**src/logic/nvsc_defines.svh**
```systemverilog
// timing figures, sequence addresses and widths for the nvsram host controller
`ifndef NVSC_DEFINES_SVH
`define NVSC_DEFINES_SVH

// ----------------------------------------------------------------------------
// widths
// ----------------------------------------------------------------------------
`define NVSC_AW 15
`define NVSC_DW 8
`define NVSC_TW 20

// ----------------------------------------------------------------------------
// timing, in the units printed, plus the system clock period
// ----------------------------------------------------------------------------
`define NVSC_CLK_NS 20
`define NVSC_ACCESS_NS 45
`define NVSC_WR_PULSE_NS 30
`define NVSC_SEQ_PULSE_NS 30
`define NVSC_RECALL_US 20
`define NVSC_STORE_MS 10
`define NVSC_RESTORE_US 550

// least times round up to whole clock cycles
`define NVSC_CYC_NS(t) (((t) + `NVSC_CLK_NS - 1) / `NVSC_CLK_NS)
`define NVSC_CYC_US(t) `NVSC_CYC_NS((t) * 1000)
`define NVSC_CYC_MS(t) `NVSC_CYC_NS((t) * 1000000)

// ----------------------------------------------------------------------------
// software store / recall sequence
// ----------------------------------------------------------------------------
`define NVSC_SEQ_A0 15'h0e38
`define NVSC_SEQ_A1 15'h31c7
`define NVSC_SEQ_A2 15'h03e0
`define NVSC_SEQ_A3 15'h3c1f
`define NVSC_SEQ_A4 15'h303f
`define NVSC_SEQ_STORE 15'h0fc0
`define NVSC_SEQ_RECALL 15'h0c63
`define NVSC_SEQ_LAST 3'h5
`define NVSC_STEP_ZERO 3'h0
`define NVSC_STEP_ONE 3'h1

`endif

```
**src/logic/nvsc_pkg.sv**
```systemverilog
// types shared by the nvsram host controller
`include "nvsc_defines.svh"

package nvsc_pkg;

    // ------------------------------------------------------------------------
    // commands and states
    // ------------------------------------------------------------------------
    typedef enum logic [1:0] {
        NVSC_CMD_READ = 2'h0,
        NVSC_CMD_WRITE = 2'h1,
        NVSC_CMD_STORE = 2'h2,
        NVSC_CMD_RECALL = 2'h3
    } nvsc_cmd_t;

    typedef enum logic [5:0] {
        NVSC_ST_POWER = 6'h01,
        NVSC_ST_IDLE = 6'h02,
        NVSC_ST_SETUP = 6'h04,
        NVSC_ST_PULSE = 6'h08,
        NVSC_ST_END = 6'h10,
        NVSC_ST_WAIT = 6'h20
    } nvsc_state_t;

    // ------------------------------------------------------------------------
    // carriers
    // ------------------------------------------------------------------------
    typedef struct packed {
        nvsc_cmd_t cmd;
        logic [`NVSC_AW-1:0] addr;
        logic [`NVSC_DW-1:0] wdata;
    } nvsc_req_t;

    typedef struct packed {
        logic [`NVSC_DW-1:0] rdata;
        logic err;
    } nvsc_rsp_t;

    typedef struct packed {
        logic ce_n;
        logic we_n;
        logic oe_n;
        logic [`NVSC_AW-1:0] addr;
        logic [`NVSC_DW-1:0] dq_out;
        logic dq_oe;
    } nvsc_pins_t;

endpackage : nvsc_pkg

```
**src/logic/nvsc_ctrl.sv**
```systemverilog
// host-side controller that drives an nvsram through its asynchronous pins
// How it works
// - address is set before the write and held until both lines rise.
// - output enable stays high for every write; device floats its drivers.
// - software store issues the six reads ending at 0fc0, in order.
// - software recall issues the same five reads, then 0c63.
// - each sequence step has its own chip select pulse.
// - sequence steps are reads with output enable held high.
// - write enable and select are held high through power-up recall.
`timescale 1ns/10ps
`include "nvsc_defines.svh"

module nvsc_ctrl
    import nvsc_pkg::*;
#(
    parameter int TW = `NVSC_TW,
    parameter int STORE_CYC = `NVSC_CYC_MS(`NVSC_STORE_MS),
    parameter int RESTORE_CYC = `NVSC_CYC_US(`NVSC_RESTORE_US),
    parameter int RECALL_CYC = `NVSC_CYC_US(`NVSC_RECALL_US)
) (
    // clock and reset
    input wire logic sys_clk,
    input wire logic rst,
    // supply indicators
    input wire logic below_trigger_level,
    input wire logic below_reset_level,
    // user request
    input wire logic req_valid,
    input wire nvsc_req_t req,
    output logic req_ready,
    // user response
    output logic rsp_valid,
    output nvsc_rsp_t rsp,
    // memory pins
    output nvsc_pins_t pins,
    input wire logic [`NVSC_DW-1:0] dq_in
);

    // ------------------------------------------------------------------------
    // elaboration checks
    // ------------------------------------------------------------------------
    localparam int RD_CYC = `NVSC_CYC_NS(`NVSC_ACCESS_NS);
    localparam int WR_CYC = `NVSC_CYC_NS(`NVSC_WR_PULSE_NS);
    localparam int SQ_CYC = `NVSC_CYC_NS(`NVSC_SEQ_PULSE_NS);

    if (TW < 2 || STORE_CYC < 1 || RESTORE_CYC < 1 || RECALL_CYC < 1) begin : g_bad_count
        $error("nvsc_ctrl: counts must be at least one and TW at least two");
    end
    if (STORE_CYC >= 2 ** TW || RESTORE_CYC >= 2 ** TW || RECALL_CYC >= 2 ** TW) begin : g_wide
        $error("nvsc_ctrl: a duration does not fit the timer width");
    end

    // ------------------------------------------------------------------------
    // helpers
    // ------------------------------------------------------------------------
    // top address bit is driven low on every step
    function automatic logic [`NVSC_AW-1:0] seq_addr(input logic [2:0] step,
                                                    input logic recall);
        case (step)
            3'h0: seq_addr = `NVSC_SEQ_A0;
            3'h1: seq_addr = `NVSC_SEQ_A1;
            3'h2: seq_addr = `NVSC_SEQ_A2;
            3'h3: seq_addr = `NVSC_SEQ_A3;
            3'h4: seq_addr = `NVSC_SEQ_A4;
            default: seq_addr = recall ? `NVSC_SEQ_RECALL : `NVSC_SEQ_STORE;
        endcase
    endfunction : seq_addr

    function automatic logic [TW-1:0] to_tw(input int n);
        to_tw = n[TW-1:0];
    endfunction : to_tw

    // ------------------------------------------------------------------------
    // state
    // ------------------------------------------------------------------------
    nvsc_state_t state;
    nvsc_cmd_t cmd;
    logic [`NVSC_DW-1:0] wdata;
    logic [2:0] step;
    logic armed;
    wire logic timer_done;

    wire logic low_supply = below_trigger_level || below_reset_level;
    wire logic is_sw = (cmd == NVSC_CMD_STORE) || (cmd == NVSC_CMD_RECALL);
    wire logic is_write = (cmd == NVSC_CMD_WRITE);
    wire logic take = (state == NVSC_ST_IDLE) && req_valid && req_ready && !low_supply;
    wire logic seq_more = is_sw && (step != `NVSC_SEQ_LAST);
    wire logic seq_done = is_sw && (step == `NVSC_SEQ_LAST);
    // a drop in supply cuts any access short so that no write is left open
    wire logic abort = low_supply && (state != NVSC_ST_POWER) && (state != NVSC_ST_IDLE);
    wire logic go_power = low_supply && (state != NVSC_ST_POWER);

    wire logic [TW-1:0] pulse_val = is_write ? to_tw(WR_CYC - 1) :
                                    (is_sw ? to_tw(SQ_CYC - 1) : to_tw(RD_CYC - 1));
    wire logic [TW-1:0] nv_val = (cmd == NVSC_CMD_RECALL) ? to_tw(RECALL_CYC - 1)
                                                          : to_tw(STORE_CYC - 1);
    wire logic power_load = (state == NVSC_ST_POWER) && (low_supply || !armed);
    wire logic timer_load = power_load || (state == NVSC_ST_SETUP) ||
                            ((state == NVSC_ST_END) && seq_done);
    wire logic [TW-1:0] timer_val = (state == NVSC_ST_POWER) ? to_tw(RESTORE_CYC - 1) :
                                    ((state == NVSC_ST_SETUP) ? pulse_val : nv_val);

    nvsc_timer #(
        .TW(TW)
    ) u_timer (
        .sys_clk(sys_clk),
        .rst(rst),
        .load(timer_load),
        .load_val(timer_val),
        .done(timer_done)
    );

    // ------------------------------------------------------------------------
    // next state
    // ------------------------------------------------------------------------
    nvsc_state_t next_state;

    always_comb begin
        next_state = state;
        case (state)
            NVSC_ST_POWER: begin
                if (!power_load && timer_done) begin
                    next_state = NVSC_ST_IDLE;
                end
            end
            NVSC_ST_IDLE: begin
                if (take) begin
                    next_state = NVSC_ST_SETUP;
                end
            end
            NVSC_ST_SETUP: next_state = NVSC_ST_PULSE;
            NVSC_ST_PULSE: begin
                if (timer_done) begin
                    next_state = NVSC_ST_END;
                end
            end
            NVSC_ST_END: begin
                if (seq_more) begin
                    next_state = NVSC_ST_SETUP;
                end else if (seq_done) begin
                    next_state = NVSC_ST_WAIT;
                end else begin
                    next_state = NVSC_ST_IDLE;
                end
            end
            NVSC_ST_WAIT: begin
                if (timer_done) begin
                    next_state = NVSC_ST_IDLE;
                end
            end
            default: next_state = NVSC_ST_POWER;
        endcase
        if (go_power) begin
            next_state = NVSC_ST_POWER;
        end
    end

    // ------------------------------------------------------------------------
    // sequencing registers
    // ------------------------------------------------------------------------
    always_ff @(posedge sys_clk) begin
        if (rst) begin
            state <= NVSC_ST_POWER;
            cmd <= NVSC_CMD_READ;
            wdata <= '0;
            step <= `NVSC_STEP_ZERO;
            armed <= 1'b0;
        end else begin
            state <= next_state;
            armed <= 1'b1;
            if (take) begin
                cmd <= req.cmd;
                wdata <= req.wdata;
                step <= `NVSC_STEP_ZERO;
            end else if (state == NVSC_ST_END && seq_more) begin
                step <= step + `NVSC_STEP_ONE;
            end
        end
    end

    // ------------------------------------------------------------------------
    // pins
    // ------------------------------------------------------------------------
    // pins park with select, write and output enable high and drivers off
    always_ff @(posedge sys_clk) begin
        if (rst) begin
            pins <= '{ce_n: 1'b1, we_n: 1'b1, oe_n: 1'b1, addr: '0, dq_out: '0, dq_oe: 1'b0};
        end else if (go_power) begin
            pins.ce_n <= 1'b1;
            pins.we_n <= 1'b1;
            pins.oe_n <= 1'b1;
            pins.dq_oe <= 1'b0;
        end else begin
            case (state)
                NVSC_ST_IDLE: begin
                    if (take) begin
                        pins.addr <= (req.cmd == NVSC_CMD_STORE || req.cmd == NVSC_CMD_RECALL) ?
                                     seq_addr(`NVSC_STEP_ZERO, req.cmd == NVSC_CMD_RECALL) :
                                     req.addr;
                    end
                end
                NVSC_ST_SETUP: begin
                    pins.ce_n <= 1'b0;
                    pins.we_n <= !is_write;
                    pins.oe_n <= is_write || is_sw;
                    pins.dq_oe <= is_write;
                    pins.dq_out <= wdata;
                end
                NVSC_ST_PULSE: begin
                    if (timer_done) begin
                        pins.ce_n <= 1'b1;
                        pins.we_n <= 1'b1;
                        pins.oe_n <= 1'b1;
                    end
                end
                NVSC_ST_END: begin
                    pins.dq_oe <= 1'b0;
                    if (seq_more) begin
                        pins.addr <= seq_addr(step + `NVSC_STEP_ONE, cmd == NVSC_CMD_RECALL);
                    end
                end
                default: begin
                    pins.ce_n <= 1'b1;
                    pins.we_n <= 1'b1;
                    pins.oe_n <= 1'b1;
                    pins.dq_oe <= 1'b0;
                end
            endcase
        end
    end

    // ------------------------------------------------------------------------
    // user side
    // ------------------------------------------------------------------------
    wire logic finish = ((state == NVSC_ST_END) && !seq_more && !seq_done) ||
                        ((state == NVSC_ST_WAIT) && timer_done);

    always_ff @(posedge sys_clk) begin
        if (rst) begin
            req_ready <= 1'b0;
            rsp_valid <= 1'b0;
            rsp <= '0;
        end else begin
            rsp_valid <= (finish && !low_supply) || abort;
            if (abort) begin
                rsp.err <= 1'b1;
            end else if (finish) begin
                rsp.err <= 1'b0;
            end
            if (state == NVSC_ST_PULSE && timer_done && cmd == NVSC_CMD_READ) begin
                rsp.rdata <= dq_in;
            end
            req_ready <= (next_state == NVSC_ST_IDLE) && !low_supply;
        end
    end

endmodule : nvsc_ctrl

```
**src/logic/nvsc_timer.sv**
```systemverilog
// down-counter that times pin phases and nonvolatile waits
`timescale 1ns/10ps
`include "nvsc_defines.svh"

module nvsc_timer #(
    parameter int TW = `NVSC_TW
) (
    // clock and reset
    input wire logic sys_clk,
    input wire logic rst,
    // control
    input wire logic load,
    input wire logic [TW-1:0] load_val,
    // status
    output logic done
);

    logic [TW-1:0] count;
    wire logic [TW-1:0] next_count;

    assign next_count = load ? load_val : ((count != '0) ? count - 1'b1 : count);
    assign done = (count == '0) && !load;

    always_ff @(posedge sys_clk) begin
        if (rst) begin
            count <= '0;
        end else begin
            count <= next_count;
        end
    end

endmodule : nvsc_timer

```
**config.mk**
```make
export PLATFORM = sky130hd
export DESIGN_NAME = nvsc_ctrl
export DESIGN_NICKNAME = d
export VERILOG_FILES = /design/src/logic/nvsc_pkg.sv /design/src/logic/nvsc_ctrl.sv /design/src/logic/nvsc_timer.sv
export VERILOG_INCLUDE_DIRS = /design/src /design/src/logic
export SDC_FILE = /design/constraint.sdc
export NUM_CORES = 1
export LEC_CHECK = 0
export BUFFER_PORTS_ARGS = -buffer_cell sky130_fd_sc_hd__buf_4
export CORE_ASPECT_RATIO = 0.5
export CORE_UTILIZATION = 43
export DETAILED_ROUTE_END_ITERATION = 16
export PLACE_DENSITY = 0.78
export SYNTH_ARGS = -nofsm -noshare
export SYNTH_HDL_FRONTEND = slang
export SYNTH_SLANG_ARGS = --single-unit
```
**constraint.sdc**
```tcl
create_clock -name sys_clk -period 2.39 [get_ports sys_clk]
set_clock_uncertainty 0.2 [all_clocks]
set_input_delay 0.239 -clock sys_clk [delete_from_list [all_inputs] [get_ports sys_clk]]
set_output_delay 0.239 -clock sys_clk [all_outputs]
set_load 0.01 [all_outputs]
```
==> flow_summary.toml <==
[timing]
relSlewSlack_pct = 59.33
rsz0062_at_grt = "yes"
layout_setup_ws_ps = -125.4
min_period_ps = 2515
hold_viol = 0
max_slew.worst_pin.slew_ps = 610.1
period_share_pct = 105.2
report.final.slew_viol_count = 0
fmax_mhz = 397.5
setup_viol = 10

[pwr]
p_per_area_mw_per_mm2 = 560.7
peakVddDrop_v = 0.0004167
leakagePower_nw = 2.171

[routing]
num_vias = 3907
drt_first_pass_iters = 5
drc = 0
drt_iter0_drc = 347
vias_per_cell = 5.495
routedWlPerCell_um = 16.32
wl_mm = 11.61
drtAntennaViolNets = 0

[floorplanning]
core_area_sq_mm = 0.008115
row_count = 23
boundaryPins = 76
die_h_um = 67.25
initial_utilization_pct = 45.11
die-area_sq_mm = 0.008909
die_x_um = 132.5

[hold_path]
hp-start = "req[19]"
hold_class = "in -> reg"
whs_endpoint = "pins[20]$_SDFFE_PP0P_"
hold_depth = 3

[global_routing]
grt_antenna_before_repair = 0
overflow = 0
grt_pass1_vias = 3436
grtUsageTotal_pct = 25.07
grt_pass1_wl_mm = 17.15
grt_start_max_net_pins = 58

[placed_design]
place_area_sq_mm = 0.004695
place_ws_ps = -36.35
io_buffers = 75
dp_hpwl_mm = 7.082
finalWeightedCongestion = 0.9308

[critical_path]
worstPathRequired_ps = 2440
crit_type = "reg -> reg"
rrSetupSlack_ps = -130
r2r_cells = 8
reg2reg_from = "state[4]$_SDFF_PP0_"
cp-end-kind = "register"
cp-start-kind = "register"
critical_path.max_fanout = 9
crit_arrival_ps = 2560
cp-startpoint = "state[4]$_SDFF_PP0_"
r2r_end = "pins[22]$_SDFFE_PP0P_"

[cts]
root_buffer = "clkbuf_16"
numCtsBuffers = 9
h-tree-depth = 3
cts_tree = "done"
clkLatencyLatePin_ps = 340
cts.sink_count = 78
clock_path_buffers = 2
clk_pin_slew_ps = 60

[run]
cap_violations = 0

[logic_synthesis]
yosys_warnings = 0
async_flop_share_pct = 0
syn_inst = 445
synth_edf_count = 0
synthFlopType = "dfxtp_1"
synth_area_per_cell_sq_um = 8.227
ys_ff_latch = 78
syn-num-nets = 491
seq_area_frac_synth_pct = 42.65
syn-cell-area_sq_mm = 0.003661
ys_types = 56

[finish]
nFillCells = 640
final_area_sq_mm = 0.005439
area_growth_pct = 48.56
antenna_cells = 0
drive_above_1_share_pct = 31.05
nets = 640

[status]
status = "finished, violations left"
violations = "setup timing"
layer usage:
metal,part of all wire (%),GRT usage (%),vias up
met2,48,41.78,144
met5,0,0,-
met1,44,31.04,1860
li1,-,-,1874
met3,5.3,7.883,29
met4,2.5,9.195,0
final cells by class:
cell class / count / area (sq um) / area share (%)
inverter: 8 / 30.03 / 0.5521
tap: 112 / 140.1 / 2.576
clock inverter: 6 / 92.59 / 1.702
sequential: 78 / 1565 / 28.78
timing repair buffer: 155 / 1284 / 23.60
multi-input combinational: 342 / 2088 / 38.39
clock buffer: 10 / 239.0 / 4.394
how the worst max path moves through the flow:
stage,to,slack (ps),cells after the start
floorplan,pins[21]$_SDFFE_PP0P_,-20,7
global placement,pins[11]$_SDFFE_PP0P_,5,6
detailed placement,pins[21]$_SDFFE_PP0P_,-40,6
CTS,pins[21]$_SDFFE_PP0P_,1,6
global route,pins[22]$_SDFFE_PP0P_,-230,8
finish,pins[22]$_SDFFE_PP0P_,-130,8
report_power, final:
| group | internal [W] | switching [W] |
|---|---|---|
| combinational | 0.000113 | 0.0000931 |
| sequential | 0.00131 | 0.0000127 |
| clock | 0.000950 | 0.000567 |
| total | 0.00238 | 0.000673 |
flip-flops by register name, indices dropped and copies added (netlist names):
name           count
rsp                9
state              6
armed              1
cmd                2
wdata              8
u_timer.count     20
req_ready          1
step               3
pins              27
rsp_valid          1
cell usage in the layout, fill, tap and decap left out, types with 3 or more instances in the layout:
cell type	count
ha_1	7
clkbuf_16	10
nand3_1	11
o21ai_0	11
dfxtp_2	3
nand2_1	78
o211ai_1	5
or4_4	4
inv_1	8
nand3b_1	3
o21a_1	3
mux2i_1	10
dfxtp_1	75
nor2_1	43
nor4_1	5
a21oi_1	55
dlygate4sd3_1	26
nor4_2	4
xor2_1	6
o21ai_1	3
nor3_1	15
buf_12	3
nand2b_1	6
xnor2_1	8
buf_4	125
nor2_2	5
cells by family (layout without fill, tap and decap cells):
| group | after synthesis | count (layout) | share of synthesized area [%] |
|---|---|---|---|
| xor gates and xnor gates | 14 | 14 | 3.349 |
| muxes | 10 | 10 | 2.734 |
| adders and majority gates | 8 | 8 | 2.734 |
| buffers and inverters | 26 | 179 | 3.896 |
| and+or+nand+nor | 205 | 206 | 27.75 |
| AOI/OAI and AO/OA | 104 | 104 | 16.88 |
| DFF | 78 | 78 | 42.65 |
synth_stat cells (all sizes together), types with 5 or more instances:
cell	count	area [sq um]
nand2	79	296.5
dfxtp	78	1562
a21oi	56	280.3
nor2	49	191.4
nor3	16	80.08
o21ai	15	75.07
nand3	13	65.06
clkbuf	10	37.54
mux2i	10	100.1
nor4	10	90.08
ha	8	100.1
inv	8	30.03
xnor2	8	70.07
buf	7	65.05
nand2b	6	37.54
xor2	6	52.55
a211oi	5	37.54
o211ai	5	37.54
or4	5	45.04
what timing repair did:
item | 4_1_cts | 5_1_grt
endpoints found under the hold margin | 26 | 0
hold buffers | 26 | 0
setup buffers | 0 | 2
resized for setup | 5 | 26
cloned | 1 | 1
pin swaps | 2 | 3
endpoints found under the setup margin | 16 | 39
metrics by stage:
stage	power (W)	hold slack, ps	utilization (%)	instances	setup TNS, ps
global placement	0.001512	240.2	57.85	665	0
CTS	0.003063	22.63	65.39	708	0
detailed placement	0.001515	243.3	57.85	665	-97.16
finish	0.003050	16.81	67.02	711	-385.9
floorplan	0.001424	171.3	-	445	-53.50
global route	0.003150	15.61	67.02	711	-1212
critical path, cell delays in order, from the launching register on:
cell and delay, ps:
dfxtp_2 320, or4_4 570, nor3b_4 260, nor2_4 90, nor4_4 390, buf_4 180, clkbuf_16 140, nor2_1 60
nor3_1 220
Power figures use the tool's default switching activity.
